--- config.mk ---
export PLATFORM = sky130hd
export DESIGN_NAME = csuc_top
export DESIGN_NICKNAME = d
export VERILOG_FILES = /design/src/rtl/csuc_pkg.sv /design/src/rtl/csuc_fault_counter.sv /design/src/rtl/csuc_top.sv
export SDC_FILE = /design/constraint.sdc
export NUM_CORES = 1
export LEC_CHECK = 0
export BUFFER_PORTS_ARGS = -buffer_cell sky130_fd_sc_hd__buf_2
export CAP_MARGIN = 10
export CELL_PAD_IN_SITES_DETAIL_PLACEMENT = 0
export CELL_PAD_IN_SITES_GLOBAL_PLACEMENT = 1
export CORE_MARGIN = 10
export CORE_UTILIZATION = 46
export DETAILED_ROUTE_END_ITERATION = 10
export GPL_ROUTABILITY_DRIVEN = 0
export MAX_ROUTING_LAYER = met4
export PLACE_DENSITY_LB_ADDON = 0.1
export SLEW_MARGIN = 30
export SYNTH_ARGS = -nofsm -noshare
export SYNTH_HDL_FRONTEND = slang
export SYNTH_SLANG_ARGS = --single-unit
export TNS_END_PERCENT = 5
--- constraint.sdc ---
create_clock -name clk_sys -period 3.7 [get_ports clk_sys]
set_input_delay 0.925 -clock clk_sys [delete_from_list [all_inputs] [get_ports clk_sys]]
set_output_delay 0.925 -clock clk_sys [all_outputs]
set_load 0.01 [all_outputs]
--- src/rtl/csuc_pkg.sv ---
// Constants and types for the current-sense and user configuration block
package csuc_pkg;
  // ------------------------------------------------------------
  // Command codes and reset values
  // ------------------------------------------------------------
  localparam logic [7:0]  CSUC_CMD_ISENSE = 8'hd0;
  localparam logic [7:0]  CSUC_CMD_USER   = 8'hd1;
  localparam logic [15:0] CSUC_ISENSE_RST = 16'h4204;
  localparam logic [15:0] CSUC_USER_RST   = 16'h0402;
  localparam int          CSUC_PAGES      = 2;
  // ------------------------------------------------------------
  // Field positions
  // ------------------------------------------------------------
  localparam int CSUC_BLANK_LSB  = 11;
  localparam int CSUC_BLANK_MSB  = 15;
  localparam int CSUC_FCNT_LSB   = 8;
  localparam int CSUC_FCNT_MSB   = 10;
  localparam int CSUC_METH_LSB   = 2;
  localparam int CSUC_METH_MSB   = 3;
  localparam int CSUC_RANGE_LSB  = 0;
  localparam int CSUC_RANGE_MSB  = 1;
  localparam int CSUC_MDUTY_LSB  = 11;
  localparam int CSUC_MDUTY_MSB  = 15;
  localparam int CSUC_DRV_BIT    = 10;
  localparam int CSUC_MDEN_BIT   = 7;
  localparam int CSUC_STRAP_BIT  = 5;
  localparam int CSUC_MRAT_BIT   = 4;
  localparam int CSUC_IDLE_BIT   = 3;
  localparam int CSUC_PGPP_BIT   = 2;
  localparam int CSUC_XTEN_BIT   = 1;
  localparam int CSUC_XTFS_BIT   = 0;
  // Writable masks: unused bits read as zero
  localparam logic [15:0] CSUC_ISENSE_MASK = 16'hff0f;
  localparam logic [15:0] CSUC_USER_MASK   = 16'hfcbf;
  // ------------------------------------------------------------
  // Encodings and timing
  // ------------------------------------------------------------
  localparam logic [1:0] CSUC_METH_DOWN  = 2'h1;
  localparam logic [1:0] CSUC_METH_UP    = 2'h2;
  localparam logic [1:0] CSUC_RANGE_LOW  = 2'h0;
  localparam logic [1:0] CSUC_RANGE_MED  = 2'h1;
  localparam logic [1:0] CSUC_RANGE_HIGH = 2'h2;
  localparam int CSUC_CLK_NS        = 4;
  localparam int CSUC_BLANK_STEP_NS = 32;
  localparam int CSUC_BLANK_STEP_CYC = (CSUC_BLANK_STEP_NS + CSUC_CLK_NS - 1) / CSUC_CLK_NS;
  localparam int CSUC_DUTY_DEN      = 512;
  // Fault detector states
  typedef enum logic [1:0] {
    CSUC_FD_IDLE  = 2'b01,
    CSUC_FD_FAULT = 2'b10
  } csuc_fd_state_t;
endpackage : csuc_pkg

--- src/rtl/csuc_fault_counter.sv ---
// Consecutive current-event counter for one output
`timescale 1ns/1ns
module csuc_fault_counter
  import csuc_pkg::*;
(
  input  wire logic       clk_sys,
  input  wire logic       rst_n,
  input  wire logic       cycle_end,
  input  wire logic       event_in,
  input  wire logic [2:0] count_code,
  output logic            fault
);
  logic [3:0]     need;
  logic [3:0]     cnt_q;
  logic           seen_q;
  csuc_fd_state_t st_q;

  // Threshold is 2*code+1
  assign need = {count_code, 1'b1};

  // ------------------------------------------------------------
  // Event latch: one per switching cycle
  // ------------------------------------------------------------
  always_ff @(posedge clk_sys or negedge rst_n) begin
    if (!rst_n) begin
      seen_q <= 1'b0;
    end else if (cycle_end) begin
      seen_q <= 1'b0;
    end else if (event_in) begin
      seen_q <= 1'b1;
    end
  end

  // Event in the closing cycle itself still counts for that cycle
  always_ff @(posedge clk_sys or negedge rst_n) begin
    if (!rst_n) begin
      cnt_q <= 4'h0;
      st_q  <= CSUC_FD_IDLE;
    end else if (cycle_end) begin
      if (seen_q || event_in) begin
        if (cnt_q + 4'h1 >= need) begin
          st_q <= CSUC_FD_FAULT;
        end
        if (cnt_q != 4'hf) begin
          cnt_q <= cnt_q + 4'h1;
        end
      end else begin
        cnt_q <= 4'h0;
        st_q  <= CSUC_FD_IDLE;
      end
    end
  end

  assign fault = (st_q == CSUC_FD_FAULT);
endmodule : csuc_fault_counter

--- src/rtl/csuc_top.sv ---
// Current-sense and user configuration registers with output steering
`timescale 1ns/1ns
module csuc_top
  import csuc_pkg::*;
(
  input  wire logic        clk_sys,
  input  wire logic        rstn,
  input  wire logic        page,
  input  wire logic [7:0]  cmd_code,
  input  wire logic        cmd_write,
  input  wire logic        cmd_read,
  input  wire logic [15:0] cmd_wdata,
  output logic [15:0]      cmd_rdata,
  output logic             cmd_ack,
  input  wire logic        output_enable,
  input  wire logic        pwm_raw,
  input  wire logic        pwm_low_raw,
  input  wire logic        cycle_end,
  input  wire logic        over_current_event,
  input  wire logic        under_current_event,
  input  wire logic        voltage_strap_pin_a,
  input  wire logic        voltage_strap_pin_b,
  input  wire logic        power_good,
  input  wire logic        int_temp_fault,
  input  wire logic        external_temp_sensor,
  output logic             low_side_gate_out,
  output logic             high_side_gate_out,
  output logic             power_good_out,
  output logic             power_good_oe,
  output logic             strap_level,
  output logic             margin_use_ratio,
  output logic             temp_fault,
  output logic             current_fault,
  output logic [1:0]       sense_method,
  output logic [1:0]       sense_range,
  output logic [7:0]       blank_cycles,
  output logic             min_duty_en,
  output logic [5:0]       min_duty_num
);
  // ------------------------------------------------------------
  // Reset release and pin synchronisers
  // ------------------------------------------------------------
  logic [1:0] rst_sync_q;
  logic       rst_n;
  logic [4:0] pin_s1_q;
  logic [4:0] pin_s2_q;
  logic [4:0] pin_raw;

  always_ff @(posedge clk_sys or negedge rstn) begin
    if (!rstn) begin
      rst_sync_q <= 2'h0;
    end else begin
      rst_sync_q <= {rst_sync_q[0], 1'b1};
    end
  end
  assign rst_n = rst_sync_q[1];

  // Pins cross into the clock domain through two stages
  assign pin_raw = {voltage_strap_pin_a, voltage_strap_pin_b, external_temp_sensor,
                    over_current_event, under_current_event};
  always_ff @(posedge clk_sys or negedge rst_n) begin
    if (!rst_n) begin
      pin_s1_q <= 5'h00;
      pin_s2_q <= 5'h00;
    end else begin
      pin_s1_q <= pin_raw;
      pin_s2_q <= pin_s1_q;
    end
  end

  // ------------------------------------------------------------
  // Paged configuration words
  // ------------------------------------------------------------
  logic [15:0] isense_q [CSUC_PAGES];
  logic [15:0] user_q   [CSUC_PAGES];
  logic [15:0] isense_cur;
  logic [15:0] user_cur;
  logic        pg_q;

  assign isense_cur = isense_q[pg_q];
  assign user_cur   = user_q[pg_q];

  // Page selection is sampled so output steering follows a stable page
  always_ff @(posedge clk_sys or negedge rst_n) begin
    if (!rst_n) begin
      pg_q <= 1'b0;
    end else begin
      pg_q <= page;
    end
  end

  genvar gi;
  generate
    for (gi = 0; gi < CSUC_PAGES; gi++) begin : g_page
      // Word writes only; unused bits stay zero
      always_ff @(posedge clk_sys or negedge rst_n) begin
        if (!rst_n) begin
          isense_q[gi] <= CSUC_ISENSE_RST;
          user_q[gi]   <= CSUC_USER_RST;
        end else if (cmd_write && (page == 1'(gi))) begin
          if (cmd_code == CSUC_CMD_ISENSE) begin
            isense_q[gi] <= cmd_wdata & CSUC_ISENSE_MASK;
          end else if (cmd_code == CSUC_CMD_USER) begin
            user_q[gi] <= cmd_wdata & CSUC_USER_MASK;
          end
        end
      end
    end
  endgenerate

  // Read answer one cycle after the request; unknown codes read zero
  always_ff @(posedge clk_sys or negedge rst_n) begin
    if (!rst_n) begin
      cmd_rdata <= 16'h0000;
      cmd_ack   <= 1'b0;
    end else begin
      cmd_ack <= cmd_read || cmd_write;
      if (cmd_read && cmd_code == CSUC_CMD_ISENSE) begin
        cmd_rdata <= isense_q[page];
      end else if (cmd_read && cmd_code == CSUC_CMD_USER) begin
        cmd_rdata <= user_q[page];
      end else if (cmd_read) begin
        cmd_rdata <= 16'h0000;
      end
    end
  end

  // ------------------------------------------------------------
  // Current fault detection
  // ------------------------------------------------------------
  logic fault_w;
  csuc_fault_counter u_fault (
    .clk_sys    (clk_sys),
    .rst_n      (rst_n),
    .cycle_end  (cycle_end),
    .event_in   (pin_s2_q[1] || pin_s2_q[0]),
    .count_code (isense_cur[CSUC_FCNT_MSB:CSUC_FCNT_LSB]),
    .fault      (fault_w)
  );

  // ------------------------------------------------------------
  // Sense setup decode
  // ------------------------------------------------------------
  logic [1:0] meth_f;
  logic [1:0] rng_f;
  logic [4:0] blank_f;
  assign meth_f  = isense_cur[CSUC_METH_MSB:CSUC_METH_LSB];
  assign rng_f   = isense_cur[CSUC_RANGE_MSB:CSUC_RANGE_LSB];
  assign blank_f = isense_cur[CSUC_BLANK_MSB:CSUC_BLANK_LSB];

  // Unused codes fall back to the reset choice rather than an undefined mode
  always_ff @(posedge clk_sys or negedge rst_n) begin
    if (!rst_n) begin
      sense_method  <= CSUC_METH_DOWN;
      sense_range   <= CSUC_RANGE_LOW;
      blank_cycles  <= 8'h00;
      current_fault <= 1'b0;
    end else begin
      sense_method  <= (meth_f == CSUC_METH_UP) ? CSUC_METH_UP : CSUC_METH_DOWN;
      sense_range   <= (rng_f == CSUC_RANGE_HIGH) ? CSUC_RANGE_HIGH :
                       (rng_f == CSUC_RANGE_MED) ? CSUC_RANGE_MED : CSUC_RANGE_LOW;
      blank_cycles  <= 8'(blank_f * CSUC_BLANK_STEP_CYC);
      current_fault <= fault_w;
    end
  end

  // ------------------------------------------------------------
  // Duty limit, strap, margin, temperature
  // ------------------------------------------------------------
  always_ff @(posedge clk_sys or negedge rst_n) begin
    if (!rst_n) begin
      min_duty_en      <= 1'b0;
      min_duty_num     <= 6'h00;
      strap_level      <= 1'b0;
      margin_use_ratio <= 1'b0;
      temp_fault       <= 1'b0;
    end else begin
      // Numerator over 512: value+1, from 1 to 32
      min_duty_en      <= user_cur[CSUC_MDEN_BIT];
      min_duty_num     <= user_cur[CSUC_MDEN_BIT] ?
                          {user_cur[CSUC_MDUTY_MSB:CSUC_MDUTY_LSB] + 5'h01 == 5'h00 ? 1'b1 : 1'b0,
                           5'(user_cur[CSUC_MDUTY_MSB:CSUC_MDUTY_LSB] + 5'h01)} : 6'h00;
      strap_level      <= user_cur[CSUC_STRAP_BIT] ? pin_s2_q[3] : pin_s2_q[4];
      margin_use_ratio <= user_cur[CSUC_MRAT_BIT];
      // External sensor ignored unless enabled
      temp_fault       <= (user_cur[CSUC_XTFS_BIT] && user_cur[CSUC_XTEN_BIT]) ?
                          pin_s2_q[2] : int_temp_fault;
    end
  end

  // ------------------------------------------------------------
  // Gate outputs and power-good pin
  // ------------------------------------------------------------
  always_ff @(posedge clk_sys or negedge rst_n) begin
    if (!rst_n) begin
      low_side_gate_out  <= 1'b0;
      high_side_gate_out <= 1'b0;
    end else if (!output_enable) begin
      low_side_gate_out  <= user_cur[CSUC_IDLE_BIT];
      high_side_gate_out <= 1'b0;
    end else if (user_cur[CSUC_DRV_BIT]) begin
      low_side_gate_out  <= 1'b1;
      high_side_gate_out <= pwm_raw;
    end else begin
      low_side_gate_out  <= pwm_low_raw;
      high_side_gate_out <= pwm_raw;
    end
  end

  // Open-drain only pulls low; push-pull drives both levels
  always_ff @(posedge clk_sys or negedge rst_n) begin
    if (!rst_n) begin
      power_good_out <= 1'b0;
      power_good_oe  <= 1'b1;
    end else begin
      power_good_out <= power_good;
      power_good_oe  <= user_cur[CSUC_PGPP_BIT] ? 1'b1 : !power_good;
    end
  end
endmodule : csuc_top

=== Yosys cells after proc, flatten, opt, wreduce, memory -nomap -nowiden ===
Cells that the tools add are included.

* Register bits: 111
* Input bits: 40
* Logic and storage cells: 94

* Add/subtract/negate cells: 2
* Magnitude comparators: 3
* Equal/unequal tests: 9
* Mux-type cells: 32
* Bitwise logic cells: 4
* Reductions and logical operators: 18

{| class="wikitable"
|+ Operators by type and width
! operator !! number
|-
| 16-bit 2-to-1 mux || 15
|-
| 8-bit == test (second input constant) || 2
|-
| 1-bit 2-to-1 mux || 10
|-
| 2-bit 2-to-1 mux || 4
|-
| 4-bit 2-to-1 mux || 2
|-
| 2-bit AND reduction || 4
|-
| 2-bit == test (second input constant) || 3
|-
| 6-bit 2-to-1 mux || 1
|-
| 3-bit AND reduction || 2
|-
| 5-bit by 1-bit adder with 5-bit output (second input constant) || 1
|-
| 1-bit logical AND || 5
|-
| 5-bit logical NOT || 1
|-
| 4-bit by 1-bit adder with 4-bit output (second input constant) || 1
|-
| 2-bit greater-or-equal comparator (second input constant) || 2
|-
| 4-bit greater-or-equal comparator || 1
|-
| 2-bit != test (second input constant) || 2
|-
| 4-bit != test (second input constant) || 1
|-
| 1-bit inverter with 2-bit output || 2
|-
| 1-bit logical OR || 3
|-
| 3-bit nonzero test || 1
|-
| 2-bit by 1-bit == test with 1-bit output (second input constant) || 1
|-
| 1-bit inverter || 2
|-
| 2-bit nonzero test || 1
|-
| 1-bit logical NOT || 1
|}

=== Longest topological paths before layout ===
Gate-level depths: netlist of the first run.

* Depth after elaboration: 8
* Mapped depth: 9

=== Cells and area by module ===
A second synthesis of the first run with hierarchy kept.

* Cell total of the unflattened synthesis: 337
* Area, all modules: 4,750.8 µm²

{| class="wikitable"
|+ Modules (own cells, without submodules)
! module !! times used !! cells each !! area an instance (µm²) !! seq. area each (µm²)
|-
| csuc_top || 1 || 295 || 4,329.2 || 2,592.5
|-
| csuc_fault_counter || 1 || 42 || 421.7 || 176.4
|}

=== Least setup slack after synthesis of the first run ===
OpenSTA, ideal clock, no wires.

* Path kind: input to register
* From: input cmd_code[5]
* To: register user_q[19] (netlist bit)
* Setup time: 125 ps
* Arrival time: 1,989 ps
* Slack: 1,586 ps
* Stages on the path: 5
* Path buffers: 1
* Path through: and4b_1 -> and3_4 -> nand3b_4 -> buf_6 -> mux2_4

* Cells in the longest elaborated chain, start to end: 3

{| class="wikitable"
|+ Ends and longest elaborated chain
! element !! line !! text
|-
| start: declaration || csuc_top.sv:9 || <nowiki>input wire logic [7:0] cmd_code,</nowiki>
|-
| 8-bit == test || csuc_top.sv:101 || <nowiki>if (cmd_code == CSUC_CMD_ISENSE) begin</nowiki>
|-
| 1-bit inverter (no source line) || n/a ||
|-
| 3-bit AND reduction (no source line) (*) || n/a ||
|-
| end signal: indexed assignment || csuc_top.sv:104 || <nowiki>user_q[gi] <= cmd_wdata & CSUC_USER_MASK;</nowiki>
|-
| end: declaration || csuc_top.sv:75 || <nowiki>logic [15:0] user_q [CSUC_PAGES];</nowiki>
|}

Every way passes the cells marked *; elsewhere a longest branch is shown, timed or not.
A chain may end at the register's enable or synchronous reset.

=== Worst setup path after layout of the first run ===
* From: register pg_q
* To: register min_duty_num[5]

* Cells in the longest elaborated chain, start to end: 8

{| class="wikitable"
|+ Ends and longest elaborated chain
! element !! line !! text
|-
| start: declaration || csuc_top.sv:78 || <nowiki>logic pg_q;</nowiki>
|-
| start signal: assignment || csuc_top.sv:88 || <nowiki>pg_q <= page;</nowiki>
|-
| 1-bit inverter with 2-bit output (not written as such) (*) || csuc_top.sv:81 || <nowiki>assign user_cur = user_q[pg_q];</nowiki>
|-
| 16-bit 2-to-1 mux (not written as such) (*) (3 in series) || csuc_top.sv:81 ||
|-
| 5-bit by 1-bit adder with 5-bit output || csuc_top.sv:181 || <nowiki>{user_cur[CSUC_MDUTY_MSB:CSUC_MDUTY_LSB] + 5'h01 == 5'h00 ? 1'b1 : 1'b0,</nowiki>
|-
| 5-bit logical NOT || csuc_top.sv:181 ||
|-
| 1-bit 2-to-1 mux || csuc_top.sv:181 ||
|-
| 6-bit 2-to-1 mux (*) || csuc_top.sv:180 || <nowiki>min_duty_num <= user_cur[CSUC_MDEN_BIT] ?</nowiki>
|-
| end signal: assignment || csuc_top.sv:180 ||
|-
| end: declaration || csuc_top.sv:38 || <nowiki>output logic [5:0] min_duty_num</nowiki>
|}

Every way passes the cells marked *; elsewhere a longest branch is shown, timed or not. The select of a mux whose other input is x is not followed.

==> results of run 1 <==
==> per-layer routing <==
metal | part of all wire, % | wire length (um)
met1 | 48 | 4700
met2 | 46 | 4510
met3 | 4.8 | 467
met4 | 1.2 | 119
met5 | 0 | 0
==> where the power goes <==
group,internal (mW),leakage [nW],switching (mW)
registers,1.27,1.43,0.0576
logic,0.128,1.27,0.122
clock network,0.335,0.0987,0.421
==> kinds of logic (layout without fill, tap and decap cells) <==
family          after synthesis  count (layout)
compound gates               32              32
xor+xnor                      5               5
fa+ha+maj                     5               5
buf+inv                      49             128
flops                       110             110
mux                          86              86
other cells                   2               5
simple gates                 48              48
==> flip-flops by register name, summed over array words and instances (netlist names), 2 cells and up <==
register,flops
isense_q,24
blank_cycles,5
sense_range,2
u_fault.cnt_q,4
u_fault.st_q,2
user_q,26
pin_s1_q,5
min_duty_num,6
cmd_rdata,15
sense_method,2
pin_s2_q,5
rst_sync_q,2
==> area by class of cell <==
class                   instances  area (um^2)  share of cell area (%)
flip-flops and latches        110         2770                    50.2
well taps                     136          170                    3.08
clock buffers                  10          138                    2.49
inverters                      31          116                    2.11
multi-input cells             181         1830                    33.1
clock inverters                 6         71.3                    1.29
repair buffers                 81          425                    7.70
==> per-stage QoR <==
stage | hold WS [ns] | setup slack (ns) | cells
2_1_floorplan | 0.331 | 0.431 | 340
3_3_place_gp | 0.334 | 1.19 | 539
3_5_place_dp | 0.336 | 1.21 | 539
4_1_cts | 0.299 | 1.23 | 555
5_1_grt | 0.299 | 1.12 | 555
6_report | 0.313 | 1.26 | 555
==> cells in the final DEF, fill, tap and decap left out, types with 2 or more instances in the layout <==
cell         n
and4b_1      2
buf_2       78
buf_4        2
clkbuf_8    10
clkinv_4     3
clkinvlp_4   2
conb_1       5
dfrtp_1     96
dfstp_2     13
ha_1         5
inv_1       31
mux2_2      32
mux2_4      30
mux2i_1     14
mux4_2      10
nand2_1      7
nand2b_1     4
nand3_1      6
nand3b_4     2
nor2_1      10
nor2b_1      6
o21ai_0     11
o22ai_1     13
o32ai_1      3
or2_2        3
xnor2_1      4
==> path summary, 6_finish.rpt <==
path	end	slack [ns]	depth (start not counted)
max	min_duty_num[5]$_DFF_PN0_	1.26	6
min	rst_sync_q[1]$_DFF_PN0_	0.31	1
max reg2reg	min_duty_num[5]$_DFF_PN0_	1.26	6
min reg2reg	pin_s2_q[4]$_DFF_PN0_	0.36	0
max in group asynchronous	isense_q[14]$_DFFE_PN1P_	2.54	1
min in group clk_sys	pin_s2_q[4]$_DFF_PN0_	0.36	0
==> worst max-delay path: cells and delay by family (launching register included) <==
family                     cells  cell delay [ns]
DFF                            1             0.92
muxes                          1             0.46
and+or+nand+nor                2             0.39
adders and majority gates      1             0.24
AOI/OAI and AO/OA              1             0.20
xor gates and xnor gates       1             0.17
==> qor.txt, run 1 <==
status -> complete, no violations
Placement Cell Area -> 5310 um^2
CP required -> 4.00 ns
# DRC -> 0
worst slew pin tran -> 0.865 ns
I/O pin total -> 84
Mapped Area -> 4830 um^2
Area Growth Syn to Fin -> 14.3%
Ys Warns -> 0
clk slew on worst S/H paths -> 0.11 ns
asr flop ratio synth -> 100%
Max Freq -> 410 MHz
hold buffer count at cts -> 0
simple-gate share of the synthesized area -> 6.58%
pin count of the biggest net entering global routing -> 61
drt via density -> 5.06
syn avg cell area -> 14.3 um^2
MaxCap Viol Count -> 0
total gr overflow -> 0
Seq cells post-synth -> 110
synth top area cells -> dfrtp_1 50%, mux2_4 9.3%, mux2_2 7.5%
Filler cells -> 933
Starting Density -> 47.0%
sequential area share after synthesis -> 57.3%
PortBufs -> 78
Worst R2R Start -> pg_q$_DFF_PN0_
Hold Violations, Final -> 0
max_slew headroom -> 42.3%
area leader, netlist -> dfrtp_1
CP arrival -> 2.74 ns
Power Density -> 422 nW/um^2
Setup Fix Bufs, Post-CTS -> 0
Die Y -> 122 um
Final Instance Area -> 5520 um^2
critical path class -> reg -> reg
Die W -> 122 um
ys flop type -> dfrtp_1
Hold WC Path Type -> in -> async
CTS max path bufs -> 2
Post-synth EDFFs -> 0
final period utilization -> 65.8%
combinational family with the most area after synthesis -> multiplexers
share of cells above drive strength 1 -> 46.1%
RSZ-0062 raised after global routing -> false
Root Driver -> clkbuf_8
core area -> 10300 um^2
global routing's busiest layer -> met2
number of global-route vias before repair -> 2982
# diodes -> 0
drt wl/cell -> 17.7 um
H-tree depth -> 3
Cells after Synth -> 337
DP Wirelength -> 6670 um
cts repair resizes -> 0
Setup-failing EPs final -> 0
Die ar. -> 15000 um^2
Final Max Tran Viols -> 0
Post-synth top cells -> 97 x dfrtp_1, 32 x mux2_2, 31 x inv_1
antenna-violating nets left -> 0
Post-Synth XOR/XNOR Area -> 0.907%
DR iter-0 viols -> 146
GR Util met1 -> 18.9%
Total Power -> 2.33 mW
Startpoint Class -> register
grt met3 use -> 2.80%
Worst-Skew Late Latency -> 0.37 ns
Max stage delay on crit path -> 0.92 ns
critical-path cell list -> mux2_2 > ha_1 > and4b_1 > a41oi_1 > xnor2_1 > and4_1
DRT Wirelength -> 9800 um
first-pass GRT wire length -> 15800 um
TritonCTS Sinks -> 110
met2 usage -> 20.5%
Yosys cell types -> 39
crit end category -> register
# nets final -> 459
Tot GR Track Use -> 13.9%
mux contribution to synthesized area -> 24.3%
top-area cell type share of the netlist area -> 50.2%
Peak VDD IR -> 0.185 mV
crit path from -> pg_q$_DFF_PN0_
most frequent cell after synthesis -> dfrtp_1
total negative slack -> 0 ns
via count -> 2810
row count -> 37
DRT Pass-1 Iters -> 4
CTS tree -> done
CP max FO -> 19
post-layout util -> 53.7%
Compound-Gate Fraction of Synth Area -> 4.33%
slowest CP cell -> dfrtp_1
Period minus WS final -> 2.44 ns
initial antenna violation count -> 0
clk_skew -> 0.0150 ns
Post-Synth Adder-Cell Area -> 1.30%
LEAKAGE -> 2.79 nW
Inserted Clock Buffers -> 9
No activity file was read; power rests on OpenSTA's default activity.
==> run 2, diff against run 1 <==
==> constraint.sdc (replaced) <==
create_clock -name clk_sys -period 2.34 [get_ports clk_sys]
set_input_delay 0.585 -clock clk_sys [delete_from_list [all_inputs] [get_ports clk_sys]]
set_output_delay 0.585 -clock clk_sys [all_outputs]
set_load 0.01 [all_outputs]
==> qor.txt, run 2 (synthesized netlist as in run 1, its figures left out) <==
Inserted Clock Buffers -> 9 (unchanged)
Peak VDD IR -> 0.374 mV (+100%)
Startpoint Class -> register
largest registers -> user_q (26), isense_q (24), cmd_rdata (15)
most frequent cells in the layout -> 96 x dfrtp_1, 78 x buf_2, 32 x mux2_2
Final Max Tran Viols -> 0 (unchanged)
# DRC -> 0 (unchanged)
max reg flops -> 26 (unchanged)
worst reg2reg path endpoint -> u_fault.st_q[1]$_DFFE_PN0P_
GR Util met1 -> 19.6% (+0.63 points)
Final Instance Area -> 5600 um^2 (+1.4%)
Worst R2R Start -> u_fault.cnt_q[0]$_DFFE_PN0P_
Worst R2R Setup Slack -> 0.33 ns (-0.94 ns)
Root Driver -> clkbuf_8
Setup-failing EPs final -> 0 (unchanged)
final period utilization -> 86.1% (+20 points)
CP arrival -> 2.28 ns (-0.46 ns)
clk slew on worst S/H paths -> 0.11 ns (about the same)
antenna-violating nets left -> 0 (unchanged)
DRT Pass-1 Iters -> 5 (+1)
Starting Density -> 47.0% (unchanged)
total negative slack -> 0 ns (unchanged)
TritonCTS Sinks -> 110 (unchanged)
core area -> 10300 um^2 (unchanged)
CP required -> 2.60 ns (-1.40 ns)
I/O pin total -> 84 (unchanged)
status -> complete, no violations
Placed Cells -> 546 (+1.3%)
crit path from -> u_fault.cnt_q[0]$_DFFE_PN0P_
drt wl/cell -> 17.8 um (+0.72%)
number of global-route vias before repair -> 3096 (+3.8%)
Period minus WS final -> 2.01 ns (-0.422 ns)
via count -> 2820 (+0.36%)
drt via density -> 5.01 (-1.1%)
Worst-Skew Late Latency -> 0.37 ns (about the same)
DP Wirelength -> 6980 um (+4.5%)
LEAKAGE -> 2.83 nW (+1.5%)
CP max FO -> 5 (-14)
first-pass GRT wire length -> 16500 um (+4.4%)
max_slew headroom -> 54.2% (+12 points)
worst slew pin tran -> 0.680 ns (-0.185 ns)
Hold WC Path Type -> in -> reg
pin count of the biggest net entering global routing -> 109 (+79%)
global routing's busiest layer -> met2
DRT Wirelength -> 10000 um (+2.2%)
row count -> 37 (unchanged)
RSZ-0062 raised after global routing -> false
fin cells -> 563 (+1.4%)
MaxCap Viol Count -> 0 (unchanged)
met2 usage -> 21.7% (+1.3 points)
PortBufs -> 78 (unchanged)
Critical Path Sink -> u_fault.st_q[1]$_DFFE_PN0P_
critical path class -> reg -> reg
Power Density -> 661 nW/um^2 (+57%)
initial antenna violation count -> 0 (unchanged)
Placement Cell Area -> 5380 um^2 (+1.2%)
total gr overflow -> 0 (unchanged)
CTS max path bufs -> 2 (unchanged)
Tot GR Track Use -> 14.6% (+0.63 points)
Max Freq -> 496 MHz (+21%)
worst reg2reg path depth -> 7 (+1)
Hold Violations, Final -> 0 (unchanged)
Area Growth Syn to Fin -> 15.9%
crit end category -> register
DR iter-0 viols -> 187 (+28%)
# nets final -> 467 (+1.7%)
Most flops, register -> user_q
# diodes -> 0 (unchanged)
Die ar. -> 15000 um^2 (unchanged)
Die Y -> 122 um (unchanged)
clk_skew -> 0.0127 ns (-0.00223 ns)
H-tree depth -> 3 (unchanged)
share of cells above drive strength 1 -> 46.8% (+0.78 points)
CTS tree -> done
Die W -> 122 um (unchanged)
grt met3 use -> 2.53% (-0.28 points)
leading cell type in the layout, fill and taps excluded -> dfrtp_1
## run 2: cell types whose count changed in the layout (fill, tap and decap cells not counted), sizes merged
cell,delta
dlygate4sd3,+1
buf,+7
## run 2: where the power goes
part / switching (mW) / internal (mW) / leakage [nW]
sequential: 0.0713 / 2.01 / 1.43
combinational: 0.220 / 0.213 / 1.31
clock: 0.660 / 0.530 / 0.0987
total: 0.951 / 2.75 / 2.83
## run 2: metrics by stage
step | setup WS (ns) | utilization [%] | hold slack [ns] | power [mW]
floorplan | 0.238 | - | 0.289 | 2.40
global placement | 0.286 | 52.3 | 0.334 | 2.54
detailed placement | 0.277 | 52.3 | 0.335 | 2.56
CTS | 0.308 | 54.5 | 0.291 | 3.75
global route | 0.209 | 54.5 | 0.294 | 3.88
finish | 0.326 | 54.5 | 0.306 | 3.70
## run 2: routing by layer
layer	wire, um	part of all wire, %	vias up
met5	0	0	-
met4	144	1.4	0
met3	364	3.6	11
met2	4600	46	61
met1	4900	49	1417
li1	-	-	1331
## run 2: worst min-delay path by stage
stage	startpoint	to	slack [ns]	cells past startpoint
CTS	external_temp_sensor	pin_s1_q[2]$_DFF_PN0_	0.29	1
global route	external_temp_sensor	pin_s1_q[2]$_DFF_PN0_	0.29	1
finish	voltage_strap_pin_b	pin_s1_q[3]$_DFF_PN0_	0.31	1
global placement	pin_s1_q[0]$_DFF_PN0_	pin_s2_q[0]$_DFF_PN0_	0.33	0
detailed placement	pin_s1_q[3]$_DFF_PN0_	pin_s2_q[3]$_DFF_PN0_	0.33	0
floorplan	rstn	rst_sync_q[0]$_DFF_PN0_	0.29	0
## run 2: final cells by class
cell class                      count  area [um^2]
Clock buffer                       10          138
Tap cell                          136          170
Multi-Input combinational cell    181         1830
Fill cell                         917         4680
Sequential cell                   110         2770
Inverter                           31          116
Timing Repair Buffer               89          500
Clock inverter                      6         71.3
## run 2: timing repair
item | in CTS | in global routing
setup buffers | 0 | 0
hold buffers | 1 | 0
hold endpoints to repair | 2 | 0
setup endpoints to repair | 0 | 0
resized for setup | 0 | 0
## run 2: worst max-delay path, stage by stage (launching register included)
cell and delay, ns:
dfrtp_1 0.44, ha_1 0.27, xor2_1 0.18, ha_1 0.30, nor2b_1 0.13, a221oi_1 0.34
o21ai_0 0.13, o211a_1 0.12
==> run 3, diff against run 2 <==
--- a/config.mk
+++ b/config.mk
@@ -15,8 +15,9 @@
 export GPL_ROUTABILITY_DRIVEN = 0
 export MAX_ROUTING_LAYER = met4
 export PLACE_DENSITY_LB_ADDON = 0.1
+export RECOVER_POWER = 50
 export SLEW_MARGIN = 30
 export SYNTH_ARGS = -nofsm -noshare
 export SYNTH_HDL_FRONTEND = slang
 export SYNTH_SLANG_ARGS = --single-unit
-export TNS_END_PERCENT = 5
+export TNS_END_PERCENT = 100
==> qor.txt, run 3 (synthesized netlist as in run 1, its figures left out) <==
row count -> 37 (unchanged)
Worst R2R Start -> u_fault.cnt_q[0]$_DFFE_PN0P_
Period minus WS final -> 2.02 ns (+0.00157 ns)
fin cells -> 563 (unchanged)
slowest CP cell -> dfrtp_1
CTS max path bufs -> 2 (unchanged)
Tot GR Track Use -> 14.6% (unchanged)
area of the multi-input gates -> 1820 um^2 (-0.62%)
PortBufs -> 78 (unchanged)
Worst R2R Setup Slack -> 0.32 ns (about the same)
# nets final -> 467 (unchanged)
Inserted Clock Buffers -> 9 (unchanged)
Power Density -> 665 nW/um^2 (+0.56%)
antenna-violating nets left -> 0 (unchanged)
Peak VDD IR -> 0.374 mV (-0.13%)
Die W -> 122 um (unchanged)
clk_skew -> 0.0116 ns (-0.00111 ns)
initial antenna violation count -> 0 (unchanged)
status -> complete, no violations
largest registers -> user_q (26), isense_q (24), cmd_rdata (15)
DRT Pass-1 Iters -> 5 (unchanged)
first-pass GRT wire length -> 16500 um (unchanged)
drt via density -> 5.06 (+0.92%)
Starting Density -> 47.0% (unchanged)
most frequent cells in the layout -> 96 x dfrtp_1, 74 x buf_2, 32 x mux2_2
CP max FO -> 5 (unchanged)
RSZ-0062 raised after global routing -> false
# diodes -> 0 (unchanged)
drt wl/cell -> 17.9 um (+0.46%)
clk slew on worst S/H paths -> 0.11 ns (about the same)
LEAKAGE -> 2.81 nW (-0.93%)
Placed Cells -> 546 (unchanged)
Hold WC Path Type -> in -> reg
hold path startpoint -> voltage_strap_pin_b
crit end category -> register
Setup-failing EPs final -> 0 (unchanged)
number of global-route vias before repair -> 3096 (unchanged)
DR iter-0 viols -> 155 (-17%)
CP required -> 2.61 ns (about the same)
Max stage delay on crit path -> 0.44 ns (about the same)
critical-path cell list -> ha_1 > xor2_1 > ha_1 > nor2b_1 > a221oi_1 > o21ai_0 > o211a_1
core area -> 10300 um^2 (unchanged)
Die Y -> 122 um (unchanged)
critical path class -> reg -> reg
TritonCTS Sinks -> 110 (unchanged)
Final Max Tran Viols -> 0 (unchanged)
Hold EP -> pin_s1_q[3]$_DFF_PN0_
worst hold slack -> 0.300 ns (-0.00599 ns)
Bufs and invs on worst path -> 0 (unchanged)
leading cell type in the layout, fill and taps excluded -> dfrtp_1
Max Freq -> 496 MHz (about the same)
Root Driver -> clkbuf_8
Area Growth Syn to Fin -> 15.1%
via count -> 2846 (+0.92%)
max reg flops -> 26 (unchanged)
worst reg2reg path endpoint -> u_fault.st_q[1]$_DFFE_PN0P_
# DRC -> 0 (unchanged)
hold depth -> 1 (unchanged)
final period utilization -> 86.1% (about the same)
CP top delay family -> compound AO/OA/AOI/OAI gates
post-layout util -> 54.1% (-0.35 points)
I/O pin total -> 84 (unchanged)
H-tree depth -> 3 (unchanged)
Worst-Skew Late Latency -> 0.38 ns (about the same)
Hold Violations, Final -> 0 (unchanged)
share of cells above drive strength 1 -> 45.0% (-1.9 points)
Setup Fix Bufs, Post-CTS -> 0 (unchanged)
worst reg2reg path depth -> 7 (unchanged)
Critical Path Most Common Cell -> ha_1
Most flops, register -> user_q
total gr overflow -> 0 (unchanged)
MaxCap Viol Count -> 0 (unchanged)
DRT Wirelength -> 10100 um (+0.46%)
pin count of the biggest net entering global routing -> 109 (unchanged)
DP Wirelength -> 6980 um (unchanged)
max_slew headroom -> 2.42% (-52 points)
Filler cells -> 920 (+0.33%)
CP arrival -> 2.29 ns (about the same)
CTS tree -> done
Die ar. -> 15000 um^2 (unchanged)
Startpoint Class -> register
worst slew pin tran -> 1.46 ns (+0.784 ns)
Sequential cell area -> 2770 um^2 (unchanged)
crit path from -> u_fault.cnt_q[0]$_DFFE_PN0P_
total negative slack -> 0 ns (unchanged)
## run 3: cell count changes in the layout (fill, tap and decap cells not counted)
| cell | before | now |
|---|---|---|
| nor3_4 | 1 | 0 |
| nor3_1 | 0 | 1 |
| clkbuf_4 | 0 | 1 |
| buf_4 | 8 | 6 |
| dfstp_2 | 13 | 12 |
| dfstp_1 | 0 | 1 |
| clkbuf_1 | 0 | 6 |
| buf_12 | 2 | 1 |
| buf_2 | 78 | 74 |
## run 3: worst register-to-register path, stage by stage, from the launching register on
cell	delay, ns
dfrtp_1	0.44
ha_1	0.27
xor2_1	0.18
ha_1	0.30
nor2b_1	0.13
a221oi_1	0.34
o21ai_0	0.13
o211a_1	0.12
## run 3: area by class of cell
cell class / instances / area share [%]
clock buffers: 10 / 2.48
clock inverters: 6 / 1.28
inverters: 31 / 2.09
multi-input cells: 181 / 32.7
flip-flops and latches: 110 / 49.9
well taps: 136 / 3.06
repair buffers: 89 / 8.55
## run 3: worst max path at each step
stage | to | depth (start not counted)
after floorplan | u_fault.st_q[1]$_DFFE_PN0P_ | 9
after global placement | user_q[21]$_DFFE_PN0P_ | 5
after detailed placement | user_q[23]$_DFFE_PN0P_ | 5
after CTS | u_fault.st_q[1]$_DFFE_PN0P_ | 7
after global routing | u_fault.cnt_q[2]$_DFFE_PN0P_ | 4
final | u_fault.st_q[1]$_DFFE_PN0P_ | 7
## run 3: metrics by stage
stage	cell area, um^2	power (mW)	worst slack (ns)
global route	5560	3.87	0.127
floorplan	4840	2.40	0.238
detailed placement	5380	2.56	0.277
finish	5560	3.70	0.324
CTS	5600	3.75	0.308
global placement	5380	2.54	0.286
## run 3: layer usage
metal / vias up / GRT usage, % / routed length [um]
li1: 1330 / - / -
met1: 1435 / 19.6 / 4860
met2: 70 / 21.7 / 4650
met3: 11 / 2.53 / 397
met4: 0 / 5.30 / 144
met5: - / - / 0
## run 3: timing repair
item,4_1_cts,5_1_grt
gates resized for setup,0,0
hold endpoints to repair,2,0
setup endpoints to repair,0,0
hold buffers,1,0
## run 3: power by group
group	leakage (nW)	internal, mW	total [mW]	switching, mW
registers	1.43	2.01	2.07	0.0699
logic	1.28	0.207	0.426	0.220
clock network	0.0987	0.530	1.20	0.666
total	2.81	2.74	3.70	0.955
